<file path="config.mk">
export PLATFORM = sky130hd
export DESIGN_NAME = otg_overtravel_gear
export DESIGN_NICKNAME = d
export VERILOG_FILES = /design/src/include/otg_pkg.sv /design/src/logic/otg_overtravel_gear.sv
export SDC_FILE = /design/constraint.sdc
export NUM_CORES = 2
export LEC_CHECK = 0
export BUFFER_PORTS_ARGS = -buffer_cell sky130_fd_sc_hd__buf_2
export CORE_ASPECT_RATIO = 1.75
export CORE_MARGIN = 2
export CORE_UTILIZATION = 45
export CTS_BUF_LIST = sky130_fd_sc_hd__clkbuf_8
export CTS_CLUSTER_DIAMETER = 30
export DETAILED_ROUTE_END_ITERATION = 16
export SLEW_MARGIN = 25
export SYNTH_ARGS = -nofsm -noshare
export SYNTH_HDL_FRONTEND = slang
export SYNTH_SLANG_ARGS = --single-unit
</file>
<file path="constraint.sdc">
create_clock -name clk_i -period 16.5 [get_ports clk_i]
set_clock_uncertainty 0.15 [all_clocks]
set_input_delay 3.3 -clock clk_i [delete_from_list [all_inputs] [get_ports clk_i]]
set_output_delay 3.3 -clock clk_i [all_outputs]
set_load 0.005 [all_outputs]
</file>
<file path="src/include/otg_pkg.sv">
// Constants, register map and types for the overtravel stop and gear block
// Operation
// - Overtravel while running stops the motor by the selected method.
// - Low digit 0: brake and hold; 1: brake then coast; 2: coast.
// - Second digit 1: decelerate then zero clamp; 2: decelerate then coast.
// - Zero clamp holds a position loop around a zero reference.
// - Under force control never decelerate; brake or coast, then coast.
// - Emergency stop force is 0 to 800 percent, default 800, immediate.
// - Applied stopping force is clipped to the motor maximum force.
// - Enabled detector raises the overtravel warning while power is on.
// - Warning detector enable digit: 0 off by default, 1 on, immediate.
// - The warning is latched even for a momentary limit input.
// - With a reference, warn for overtravel in the commanded direction.
// - No warning for a limit opposite to the commanded direction.
// - Without a reference, either limit raises the warning.
// - No warning is detected while motor power is off.
// - Overtravel present at power on does not warn.
// - Alarm clear drops the warning regardless of power and limits; a new overtravel warning in the same cycle wins over the clear.
// - After clear during overtravel, detection waits until overtravel ends.
// - The warning never changes stop handling or blocks commands.
// - Position reference times numerator over denominator gives counts.
// - Gear terms 1 to 2^30, defaults 4 and 1, applied on restart.
// - Limit inputs are active off: off means overtravel in that direction.
// - References away from the active limit are still accepted.
package otg_pkg;
    // ----------------------------------------------------------------
    // Register offsets
    // ----------------------------------------------------------------
    localparam logic [7:0] OTG_ADR_STOP   = 8'h00;
    localparam logic [7:0] OTG_ADR_ESTOP  = 8'h04;
    localparam logic [7:0] OTG_ADR_WARN   = 8'h08;
    localparam logic [7:0] OTG_ADR_GNUM   = 8'h0C;
    localparam logic [7:0] OTG_ADR_GDEN   = 8'h10;
    localparam logic [7:0] OTG_ADR_MAXF   = 8'h14;
    localparam logic [7:0] OTG_ADR_STATUS = 8'h18;
    localparam logic [7:0] OTG_ADR_CMD    = 8'h1C;
    // ----------------------------------------------------------------
    // Reset values and ranges
    // ----------------------------------------------------------------
    localparam logic [7:0]  OTG_STOP_RST  = 8'h00;
    localparam logic [9:0]  OTG_ESTOP_MAX = 10'h320;
    localparam logic [9:0]  OTG_ESTOP_RST = 10'h320;
    localparam logic [9:0]  OTG_MAXF_RST  = 10'h12C;
    localparam logic [3:0]  OTG_WARN_RST  = 4'h0;
    localparam logic [30:0] OTG_GNUM_RST  = 31'h0000_0004;
    localparam logic [30:0] OTG_GDEN_RST  = 31'h0000_0001;
    localparam logic [30:0] OTG_GEAR_MAX  = 31'h4000_0000;
    localparam logic [11:0] OTG_WARN_CODE = 12'h9A0;
    // ----------------------------------------------------------------
    // Field positions and codes
    // ----------------------------------------------------------------
    localparam int          OTG_WARN_LSB  = 12;
    localparam int          OTG_CMD_CLR   = 0;
    localparam int          OTG_CMD_RST   = 1;
    localparam logic [3:0]  OTG_LOW_DB    = 4'h0;
    localparam logic [3:0]  OTG_LOW_DBC   = 4'h1;
    localparam logic [3:0]  OTG_MID_ZC    = 4'h1;
    localparam logic [3:0]  OTG_MID_DC    = 4'h2;
    localparam logic [3:0]  OTG_WARN_ON   = 4'h1;

    typedef enum logic [2:0] {
        ST_RUN, ST_DB, ST_COAST, ST_DECEL, ST_HOLD_DB, ST_HOLD_CO, ST_HOLD_ZC
    } otg_stop_t;
endpackage

</file>
<file path="src/logic/otg_overtravel_gear.sv">
// Overtravel stop sequencer, warning detector and electronic gear
`timescale 1ns/1ps
module otg_overtravel_gear
    import otg_pkg::*;
#(
    parameter int REF_W = 32
)(
    // Clock and reset
    input  wire logic             clk_i,
    input  wire logic             rst_i,
    // Wishbone slave
    input  wire logic             wb_cyc_i,
    input  wire logic             wb_stb_i,
    input  wire logic             wb_we_i,
    input  wire logic [7:0]       wb_adr_i,
    input  wire logic [3:0]       wb_sel_i,
    input  wire logic [31:0]      wb_dat_i,
    output logic      [31:0]      wb_dat_o,
    output logic                  wb_ack_o,
    // Limit pins, active off
    input  wire logic             fwd_limit_in_i,
    input  wire logic             rev_limit_in_i,
    // Drive state
    input  wire logic             power_on_i,
    input  wire logic             running_i,
    input  wire logic             stopped_i,
    input  wire logic             force_ctrl_i,
    input  wire logic             ref_fwd_i,
    input  wire logic             ref_rev_i,
    // Stop outputs
    output logic                  dynamic_brake_o,
    output logic                  coast_o,
    output logic                  decel_o,
    output logic                  zero_clamp_o,
    output logic      [9:0]       stop_force_o,
    output logic                  fwd_inhibit_o,
    output logic                  rev_inhibit_o,
    output logic                  ot_warn_o,
    // Position reference gear
    input  wire logic [REF_W-1:0] pos_ref_i,
    input  wire logic             pos_ref_valid_i,
    output logic      [REF_W-1:0] pos_cnt_o,
    output logic                  pos_cnt_valid_o,
    output logic                  pos_busy_o
);
    localparam int         PW    = REF_W + 31;
    localparam logic [6:0] STEPS = 7'(PW);
    // ----------------------------------------------------------------
    // Registers and bus decode
    // ----------------------------------------------------------------
    logic [7:0]  stop_cfg_r, stop_act_r;
    logic [9:0]  estop_r, maxf_r;
    logic [3:0]  warn_cfg_r;
    logic [30:0] gnum_cfg_r, gden_cfg_r, gnum_act_r, gden_act_r;
    logic        ack_r, wr, clr, restart, gear_ok;
    logic [31:0] dat_r, rd_mux, wmask, wv;
    // Byte lane mask
    assign wmask = {{8{wb_sel_i[3]}}, {8{wb_sel_i[2]}}, {8{wb_sel_i[1]}}, {8{wb_sel_i[0]}}};
    // Write takes effect at the edge the master sees ack
    assign wr = wb_cyc_i & wb_stb_i & wb_we_i & ack_r;
    assign clr = wr && wb_adr_i == OTG_ADR_CMD && wb_sel_i[0] && wb_dat_i[OTG_CMD_CLR];
    assign restart = wr && wb_adr_i == OTG_ADR_CMD && wb_sel_i[0] && wb_dat_i[OTG_CMD_RST];
    // Gear terms outside 1 to 2^30 are refused
    assign gear_ok = wv[31] == 1'b0 && wv[30:0] != 31'h0 && wv[30:0] <= OTG_GEAR_MAX;
    // ----------------------------------------------------------------
    // Limit synchronisers
    // ----------------------------------------------------------------
    logic [1:0] fwd_sync_r, rev_sync_r;
    logic       fwd_ot_d_r, rev_ot_d_r, fwd_ot, rev_ot;
    // Two stages per pin, reset to permitted level
    always_ff @(posedge clk_i) begin
        if (rst_i) begin
            fwd_sync_r <= 2'h3;
            rev_sync_r <= 2'h3;
            fwd_ot_d_r <= 1'b0;
            rev_ot_d_r <= 1'b0;
        end else begin
            fwd_sync_r <= {fwd_sync_r[0], fwd_limit_in_i};
            rev_sync_r <= {rev_sync_r[0], rev_limit_in_i};
            fwd_ot_d_r <= fwd_ot;
            rev_ot_d_r <= rev_ot;
        end
    end
    // Off level means overtravel
    assign fwd_ot = ~fwd_sync_r[1];
    assign rev_ot = ~rev_sync_r[1];
    // Current merge of old and written value
    function automatic logic [31:0] merge(input logic [31:0] old, input logic [31:0] d,
                                          input logic [31:0] m);
        merge = (old & ~m) | (d & m);
    endfunction
    // Configuration registers
    always_ff @(posedge clk_i) begin
        if (rst_i) begin
            stop_cfg_r <= OTG_STOP_RST;
            estop_r    <= OTG_ESTOP_RST;
            maxf_r     <= OTG_MAXF_RST;
            warn_cfg_r <= OTG_WARN_RST;
            gnum_cfg_r <= OTG_GNUM_RST;
            gden_cfg_r <= OTG_GDEN_RST;
        end else if (wr) begin
            case (wb_adr_i)
                OTG_ADR_STOP:  stop_cfg_r <= wv[7:0];
                OTG_ADR_ESTOP: begin
                    // Values above range saturate
                    estop_r <= (wv[9:0] > OTG_ESTOP_MAX) ? OTG_ESTOP_MAX : wv[9:0];
                end
                OTG_ADR_MAXF:  maxf_r <= wv[9:0];
                OTG_ADR_WARN:  warn_cfg_r <= wv[OTG_WARN_LSB+:4];
                // Out of range writes are ignored
                OTG_ADR_GNUM:  if (gear_ok) gnum_cfg_r <= wv[30:0];
                OTG_ADR_GDEN:  if (gear_ok) gden_cfg_r <= wv[30:0];
                default: ;
            endcase
        end
    end
    // Old value of addressed register for byte merge
    assign wv = merge(rd_mux, wb_dat_i, wmask);
    // Settings that apply only on restart
    always_ff @(posedge clk_i) begin
        if (rst_i) begin
            stop_act_r <= OTG_STOP_RST;
            gnum_act_r <= OTG_GNUM_RST;
            gden_act_r <= OTG_GDEN_RST;
        end else if (restart) begin
            stop_act_r <= stop_cfg_r;
            gnum_act_r <= gnum_cfg_r;
            gden_act_r <= gden_cfg_r;
        end
    end

    // ----------------------------------------------------------------
    // Stop sequencer
    // ----------------------------------------------------------------
    otg_stop_t   state_r, state_nxt;
    logic        away_f, away_r, trig, leave, use_decel;
    logic [3:0]  low_dig, mid_dig;
    logic [9:0]  force_lim;
    assign low_dig = stop_act_r[3:0];
    assign mid_dig = stop_act_r[7:4];
    // Motion commanded away from the active limit
    assign away_f = ref_rev_i & ~ref_fwd_i;
    assign away_r = ref_fwd_i & ~ref_rev_i;
    assign trig = running_i & power_on_i & ((fwd_ot & ~away_f) | (rev_ot & ~away_r));
    assign leave = ~power_on_i | ~(fwd_ot | rev_ot) | (fwd_ot & away_f) | (rev_ot & away_r);
    // Force control never decelerates
    assign use_decel = ~force_ctrl_i && (mid_dig == OTG_MID_ZC || mid_dig == OTG_MID_DC);
    assign force_lim = (estop_r < maxf_r) ? estop_r : maxf_r;

    // Next state
    always_comb begin
        state_nxt = state_r;
        case (state_r)
            ST_RUN: begin
                if (trig) begin
                    if (use_decel) begin
                        state_nxt = ST_DECEL;
                    end else if (low_dig == OTG_LOW_DB || low_dig == OTG_LOW_DBC) begin
                        state_nxt = ST_DB;
                    end else begin
                        state_nxt = ST_COAST;
                    end
                end
            end
            ST_DB: begin
                if (leave) begin
                    state_nxt = ST_RUN;
                end else if (stopped_i) begin
                    // Hold braking only for code 0 outside force control
                    if (low_dig == OTG_LOW_DB && !force_ctrl_i) begin
                        state_nxt = ST_HOLD_DB;
                    end else begin
                        state_nxt = ST_HOLD_CO;
                    end
                end
            end
            ST_COAST: begin
                if (leave) begin
                    state_nxt = ST_RUN;
                end else if (stopped_i) begin
                    state_nxt = ST_HOLD_CO;
                end
            end
            ST_DECEL: begin
                if (leave) begin
                    state_nxt = ST_RUN;
                end else if (stopped_i) begin
                    if (mid_dig == OTG_MID_ZC) begin
                        state_nxt = ST_HOLD_ZC;
                    end else begin
                        state_nxt = ST_HOLD_CO;
                    end
                end
            end
            ST_HOLD_DB, ST_HOLD_CO, ST_HOLD_ZC: begin
                if (leave) begin
                    state_nxt = ST_RUN;
                end
            end
            default: begin
                state_nxt = ST_RUN;
            end
        endcase
    end

    // State register
    always_ff @(posedge clk_i) begin
        if (rst_i) begin
            state_r <= ST_RUN;
        end else begin
            state_r <= state_nxt;
        end
    end

    // Stop outputs, aligned with the state
    always_ff @(posedge clk_i) begin
        if (rst_i) begin
            dynamic_brake_o <= 1'b0;
            coast_o         <= 1'b0;
            decel_o         <= 1'b0;
            zero_clamp_o    <= 1'b0;
            stop_force_o    <= 10'h000;
            fwd_inhibit_o   <= 1'b0;
            rev_inhibit_o   <= 1'b0;
        end else begin
            dynamic_brake_o <= state_nxt == ST_DB || state_nxt == ST_HOLD_DB;
            coast_o         <= state_nxt == ST_COAST || state_nxt == ST_HOLD_CO;
            decel_o         <= state_nxt == ST_DECEL;
            // Position loop closed on a zero reference
            zero_clamp_o    <= state_nxt == ST_HOLD_ZC;
            stop_force_o    <= (state_nxt == ST_DECEL) ? force_lim : 10'h000;
            fwd_inhibit_o   <= fwd_ot;
            rev_inhibit_o   <= rev_ot;
        end
    end

    // ----------------------------------------------------------------
    // Overtravel warning
    // ----------------------------------------------------------------
    logic warn_en, fwd_new, rev_new, hit, warn_r;
    assign warn_en = warn_cfg_r == OTG_WARN_ON;
    // New overtravel only; a level held across power on or clear is ignored
    assign fwd_new = fwd_ot & ~fwd_ot_d_r;
    assign rev_new = rev_ot & ~rev_ot_d_r;
    assign hit = warn_en & power_on_i & ((fwd_new & ~away_f) | (rev_new & ~away_r));

    // Sticky warning, set wins over clear
    always_ff @(posedge clk_i) begin
        if (rst_i) begin
            warn_r <= 1'b0;
        end else if (hit) begin
            warn_r <= 1'b1;
        end else if (clr) begin
            warn_r <= 1'b0;
        end
    end

    // Warning flag output, stop logic never reads it
    always_ff @(posedge clk_i) begin
        if (rst_i) begin
            ot_warn_o <= 1'b0;
        end else begin
            ot_warn_o <= warn_r;
        end
    end

    // ----------------------------------------------------------------
    // Electronic gear divider
    // ----------------------------------------------------------------
    logic [PW-1:0]    quo_r;
    logic [30:0]      rem_r;
    logic [6:0]       cnt_r;
    logic             neg_r, ge;
    logic [31:0]      trial;
    logic [REF_W-1:0] mag;
    assign mag = pos_ref_i[REF_W-1] ? REF_W'(-pos_ref_i) : pos_ref_i;
    assign trial = {rem_r, quo_r[PW-1]};
    assign ge = trial >= {1'b0, gden_act_r};

    // Multiply, then restoring divide one bit per cycle
    always_ff @(posedge clk_i) begin
        if (rst_i) begin
            quo_r           <= '0;
            rem_r           <= 31'h0;
            cnt_r           <= 7'h00;
            neg_r           <= 1'b0;
            pos_busy_o      <= 1'b0;
            pos_cnt_o       <= '0;
            pos_cnt_valid_o <= 1'b0;
        end else begin
            pos_cnt_valid_o <= 1'b0;
            if (!pos_busy_o) begin
                if (pos_ref_valid_i) begin
                    quo_r      <= PW'(mag) * PW'(gnum_act_r);
                    rem_r      <= 31'h0;
                    neg_r      <= pos_ref_i[REF_W-1];
                    cnt_r      <= STEPS;
                    pos_busy_o <= 1'b1;
                end
            end else if (cnt_r != 7'h00) begin
                rem_r <= ge ? 31'(trial - {1'b0, gden_act_r}) : trial[30:0];
                quo_r <= {quo_r[PW-2:0], ge};
                cnt_r <= cnt_r - 7'h01;
            end else begin
                pos_cnt_o       <= neg_r ? REF_W'(-quo_r[REF_W-1:0]) : quo_r[REF_W-1:0];
                pos_cnt_valid_o <= 1'b1;
                pos_busy_o      <= 1'b0;
            end
        end
    end

    // ----------------------------------------------------------------
    // Bus read and acknowledge
    // ----------------------------------------------------------------
    // Read mux, unmapped reads zero
    always_comb begin
        rd_mux = 32'h0000_0000;
        case (wb_adr_i)
            OTG_ADR_STOP:  rd_mux[7:0] = stop_cfg_r;
            OTG_ADR_ESTOP: rd_mux[9:0] = estop_r;
            OTG_ADR_MAXF:  rd_mux[9:0] = maxf_r;
            OTG_ADR_WARN:  rd_mux[OTG_WARN_LSB+:4] = warn_cfg_r;
            OTG_ADR_GNUM:  rd_mux[30:0] = gnum_cfg_r;
            OTG_ADR_GDEN:  rd_mux[30:0] = gden_cfg_r;
            OTG_ADR_STATUS: begin
                rd_mux[0]     = warn_r;
                rd_mux[1]     = fwd_ot;
                rd_mux[2]     = rev_ot;
                rd_mux[6:4]   = state_r;
                rd_mux[8]     = pos_busy_o;
                rd_mux[27:16] = warn_r ? OTG_WARN_CODE : 12'h000;
            end
            default: begin
            end
        endcase
    end

    // One cycle ack, read data captured with it
    always_ff @(posedge clk_i) begin
        if (rst_i) begin
            ack_r <= 1'b0;
            dat_r <= 32'h0000_0000;
        end else begin
            ack_r <= wb_cyc_i & wb_stb_i & ~ack_r;
            dat_r <= rd_mux;
        end
    end
    assign wb_ack_o = ack_r;
    assign wb_dat_o = dat_r;
endmodule

</file>
# --- Word-level counts from Yosys, hierarchy flattened ---
# Cells that the tools add are included.
op_classes:
  add_sub_neg: 4
  multipliers: 1
  order_cmp: 4
  n_eq_ne: 24
  muxes: 44
  bitwise: 44
  reduce_logical: 32
op_table:
  columns: ["op", "n"]
  rows:
  - ["$mux 63", 3]
  - ["$mux 31", 4]
  - ["$mux 32", 2]
  - ["$neg 32->32", 2]
  - ["$mul 32x31->63", 1]
  - ["$pmux 12 s3", 1]
  - ["$pmux 3 s6", 2]
  - ["$and 31x32->32", 1]
  - ["$and 32x32->32", 1]
  - ["$eq 8x5->1 const B", 4]
  - ["$ge 32x31->1", 1]
  - ["$not 32->32", 1]
  - ["$or 32x32->32", 1]
  - ["$le 31x31->1 const B", 1]
  - ["$reduce_bool 31->1", 1]
  - ["$sub 31x31->31", 1]
  - ["$mux 3", 8]
  - ["$mux 7", 3]
  - ["$mux 10", 2]
  - ["$and 1x1->1", 18]
  - ["$eq 3x3->1 const B", 6]
  - ["$eq 8x4->1 const B", 2]
  - ["$not 1->1", 16]
  - ["$pmux 1 s5", 3]
  - ["other kinds (30)", 68]
totals:
  ff_bits: 358
  input_bits: 90
  output_inout_bits: 84
  word_cells: 184

# --- Depth between registers and ports, before layout ---
logic_depth:
  ltp_word: 11
  ltp_mapped: 38
  ltp_nobuf: 36

# --- Worst setup path after synthesis ---
# No wires, ideal clock.
synth_timing:
  path_kind: "in2reg"
  startpoint: "in pos_ref_i[11]"
  endpoint: "reg quo_r[62]"
  setup_time_ns: 0.112
  arrival_ns: 12.595
  required_ns: 16.238
  setup_slack_ns: 3.643
  path_stages: 32
  n_path_buf: 1
  cell_sequence: "or4_1 > or4_1 > or4_4 > or4_1 > nand2b_4 > nand2_1 > xnor2_1 > clkbuf_1 > and2_1 > fa_1 > fa_1 > inv_1 > fa_1 > fa_1 > inv_1 > fa_1 > fa_1 > fa_1 > inv_1 > fa_1 > inv_1 > ha_1 > a21oi_1 > o21a_1 > o21ai_0 > a221o_1 > o31ai_1 > o31ai_1 > a221o_1 > a21oi_1 > mux2i_1 > a2111oi_1"
synth_via:
  elab_chain_cells: 5
synth_lines:
  columns: ["element", "line", "text"]
  rows:
  - ["from (decl)", "otg_overtravel_gear.sv:40", "input wire logic [REF_W-1:0] pos_ref_i,"]
  - ["$neg 32->32", "otg_overtravel_gear.sv:276", "assign mag = pos_ref_i[REF_W-1] ? REF_W'(-pos_ref_i) : pos_ref_i;"]
  - ["$mux 32 *", "otg_overtravel_gear.sv:276", null]
  - ["$mul 32x31->63 *", "otg_overtravel_gear.sv:294", "quo_r <= PW'(mag) * PW'(gnum_act_r);"]
  - ["$mux 63 *", "otg_overtravel_gear.sv:293", "if (pos_ref_valid_i) begin"]
  - ["$mux 63 *", "otg_overtravel_gear.sv:292", "if (!pos_busy_o) begin"]
  - ["to (signal assigned)", "otg_overtravel_gear.sv:294", null]
  - ["to (signal assigned)", "otg_overtravel_gear.sv:302", "quo_r <= {quo_r[PW-2:0], ge};"]
  - ["to (decl)", "otg_overtravel_gear.sv:270", "logic [PW-1:0] quo_r;"]
# Every way passes the cells marked *; elsewhere a longest branch is shown, timed or not. The select of a mux whose other input is x is not followed.
# A chain may end at the register's enable or synchronous reset.

# --- Final worst setup path ---
layout_timing:
  startpoint: "in pos_ref_i[5]"
  endpoint: "reg quo_r[62]"
# The elaborated chain is that of the path after synthesis.

==> summary.txt <==
Place
  • Pre-CTS WS: 1980 ps
  • Port Buffers: 172
  • Gpl congestion: 0.933
  • Placed wire-length estimate: 116,000 um
  • Cells after DPL: 6,952

STA
  • Setup WS post-layout: 2580 ps
  • Final min period: 13,920 ps
  • RSZ-0062 raised after global routing: no
  • Final Cycle Share: 0.843
  • Final setup violation count: 0
  • Worst Max-Slew Pin Slew: 1100 ps
  • Fmax: 71.9 MHz
  • Setup TNS: 0 ps
  • Hold Violations, Final: 0
  • Slew Limit Fails: 0
  • Rel. slew slack: 0.259

Final layout
  • Layout cells sized above 1: 0.0788
  • P&R area growth vs syn: 6.79%
  • Cell Count, Final, Fillers Out: 7,044
  • Final net count: 6,804

Yosys
  • Count of cell types in the netlist: 83
  • Syn nets: 6,840
  • Mean post-synth cell area: 8.78 sq um
  • Sequential fraction of the synthesis area: 0.146
  • Cells after synthesis: 5,583
  • Async SR Flop Fraction: 0
  • Ys flop type: dfxtp_1
  • Synth Register Bits: 357
  • Syn. warnings: 0
  • Synth Cell Area: 49,000 sq um
  • Number of enable flip-flop cells after synthesis: 0

Power
  • Static leakage power: 25.3 nW
  • Reg power frac: 0.323
  • Switching fraction of total power: 0.411
  • Peak supply drop: 0.101 mV
  • Internal power: 0.00173 W
  • Pwr per Cell Area: 56.0 nW/um^2
  • Clock Power Share: 0.242
  • Sw power: 0.00121 W
  • Gate power share: 0.436

Worst setup path
  • CP Launch Type: primary input
  • Worst path arrival time: 14,280 ps
  • Crit end category: flip-flop
  • Max incr delay on CP: 590 ps
  • CP Class: in -> reg
  • Worst path most repeated cell: fa_1
  • CP Data Required Time: 16,860 ps
  • R2r setup slk: 7270 ps
  • CP max stage cell: or4_1
  • Worst-path fanout max: 17
  • Worst reg2reg path endpoint: quo_r[62]
  • Reg2Reg Depth: 26
  • Reg-to-reg critical path startpoint: gnum_act_r[5]

Drt
  • Routed vias: 38,700
  • DRC: 0
  • Wire length on met1: 50,000 um
  • Number of vias per cell: 5.49
  • DR iter-0 viols: 1,864
  • WL met2: 81,700 um
  • Total iterations of the first detailed-routing run: 5
  • Total wire length: 146,000 um
  • Post-DRT Antenna Nets: 0
  • DR WL met3: 5020 um
  • Drt wl/cell: 20.7 um
  • Max layer used: met5

Floorplan
  • Die area: 112,000 sq um
  • Site row count: 160
  • Die height: 441 um
  • Initial core utilization: 0.453
  • I/O pin cnt: 174
  • Total core area: 108,000 sq um
  • Die width: 254 um

Global route
  • Via count of the first global-routing pass: 42,400
  • GRT Overall Usage: 0.270
  • Number of antenna violations at the first check in global routing: 2
  • First-pass GRT wire length: 233,000 um
  • Largest net degree at the start of global routing: 118
  • Grt total ovfl: 0

CTS
  • Clock slew at reported path FFs: 70 ps
  • Resized Gates After CTS: 0
  • CTS Buffer Depth: 3
  • # clock sinks: 357
  • H-tree depth: 2
  • Clock latency on the worst-skew pair: 670 ps
  • Cts hold-fix bufs: 0
  • CTS buffer count: 50
  • TritonCTS clock tree: done
  • Total setup buffers inserted after CTS: 0
  • Clk root buf: clkbuf_8

Worst hold path
  • Worst min path class: reg -> reg
  • Worst Hold Endpoint: fwd_sync_r[1]
  • Hold path start: fwd_sync_r[0]
  • Hold depth: 1

Job
  • Maxcap violations: 0

Status
  • Status: finished clean
## cell usage after synthesis, drive strengths merged, types with 7 or more instances
library cell,count,area [sq um]
mux2i,87,871
o31ai,22,179
nand3,39,195
inv,857,3220
nand3b,8,60.1
and4,7,61.3
a22o,7,61.3
or2,11,68.8
o31a,7,61.3
or3,13,81.3
dfxtp,357,7150
or4,18,139
o22ai,9,56.3
mux4,8,180
mux2,10,113
nor3,30,160
fa,867,17400
a21o,52,390
o21a,11,82.6
a32oi,7,61.3
nand2,797,2990
a211oi,61,458
o21bai,13,97.6
ha,300,3750
o21ai,147,736
a21oi,250,1250
and2,535,3350
xnor2,76,666
o211ai,25,188
buf,24,116
nor4,13,87.6
o41ai,8,70.1
a221oi,9,78.8
nand4,43,269
a221o,7,70.1
xor2,74,648
nand2b,29,189
nor2,253,950
nor2b,18,113
a22oi,32,240
and3,22,138
clkbuf,320,1200
a31oi,24,150
## cells by family (layout without fill, tap and decap cells)
group,Yosys count,count (layout),share of synthesized area
AOI/OAI and AO/OA,748,748,0.0969
and+or+nand+nor,1853,1853,0.184
xor gates and xnor gates,150,150,0.0268
other,1,3,0.0000765
buffers and inverters,1202,1203,0.0926
muxes,105,105,0.0237
DFF,357,357,0.146
adders and majority gates,1167,1167,0.431
## final cells by class
| class | count | area [sq um] |
|---|---|---|
| fillers | 10600 | 55900 |
| multi-input cells | 4024 | 37600 |
| flip-flops and latches | 357 | 7170 |
| inverters | 858 | 3220 |
| well taps | 1458 | 1820 |
| repair buffers | 256 | 1510 |
| clock buffers | 59 | 812 |
| clock inverters | 30 | 175 |
| diodes | 2 | 5.00 |
## how the worst max path moves through the flow
stage                     slack (ps)  cells after the start     startpoint   endpoint
after floorplan                 3640                     32  pos_ref_i[11]  quo_r[62]
after global placement          2070                     35   pos_ref_i[5]  quo_r[62]
after detailed placement        1980                     35   pos_ref_i[5]  quo_r[62]
after CTS                       2560                     35   pos_ref_i[5]  quo_r[62]
after global routing            1970                     35   pos_ref_i[5]  quo_r[62]
final                           2580                     35   pos_ref_i[5]  quo_r[62]
## layer usage
layer / global-route usage / vias to the layer above
li1: - / 17400
met1: 0.274 / 19600
met2: 0.535 / 1138
met3: 0.0199 / 454
met4: 0.153 / 2
met5: 0 / -
## layout by cell type (no fill, tap or decap), types with 12 or more instances in the layout
| master | n |
|---|---|
| mux2i_1 | 87 |
| nor3_1 | 26 |
| xnor2_1 | 52 |
| o21bai_1 | 13 |
| or4_1 | 17 |
| xnor2_2 | 24 |
| a211oi_1 | 61 |
| fa_1 | 867 |
| nand2b_1 | 28 |
| a22oi_1 | 32 |
| nand4_1 | 43 |
| ha_1 | 300 |
| o31ai_1 | 21 |
| nor2_1 | 249 |
| buf_2 | 171 |
| nor2b_1 | 17 |
| xor2_1 | 69 |
| clkbuf_8 | 59 |
| nand2_1 | 797 |
| inv_1 | 867 |
| a31oi_1 | 24 |
| nand3_1 | 39 |
| o211ai_1 | 25 |
| dfxtp_1 | 340 |
| o21ai_0 | 144 |
| buf_4 | 83 |
| and3_1 | 21 |
| and2_1 | 534 |
| or3_1 | 13 |
| a21o_1 | 52 |
| dfxtp_2 | 17 |
| nor4_1 | 12 |
| a21oi_1 | 250 |
## per-stage QoR
step                      instance area (sq um)  total power (W)   util  hold WS [ps]
after floorplan                           49000          0.00186      -           239
after global placement                    51300          0.00223  0.474           242
after detailed placement                  51300          0.00223  0.474           244
after CTS                                 52300          0.00295  0.483           261
after global routing                      52400          0.00311  0.483           278
final                                     52400          0.00293  0.483           259
## registers in the layout, summed over array words and instances (netlist names), 31 cells and up
register / cells
gden_act_r: 31
gden_cfg_r: 31
gnum_act_r: 31
gnum_cfg_r: 31
pos_cnt_o: 32
quo_r: 63
rem_r: 31
wb_dat_o: 31
## worst max-delay path: cells and delay by family
kind / cells / cell delay [ps]
xor+xnor: 1 / 380
simple gates: 8 / 2470
compound gates: 10 / 2890
fa+ha+maj: 9 / 4390
buf+inv: 6 / 710
mux: 1 / 90
## power by group through the flow
stage | sequential, W | combinational [W] | clock, W
floorplan | 0.000952 | 0.000910 | 0
global placement | 0.000964 | 0.00126 | 0
detailed placement | 0.000965 | 0.00127 | 0
CTS | 0.000946 | 0.00128 | 0.000730
global route | 0.000952 | 0.00140 | 0.000759
finish | 0.000947 | 0.00128 | 0.000710
No activity file was read; power rests on OpenSTA's default activity.
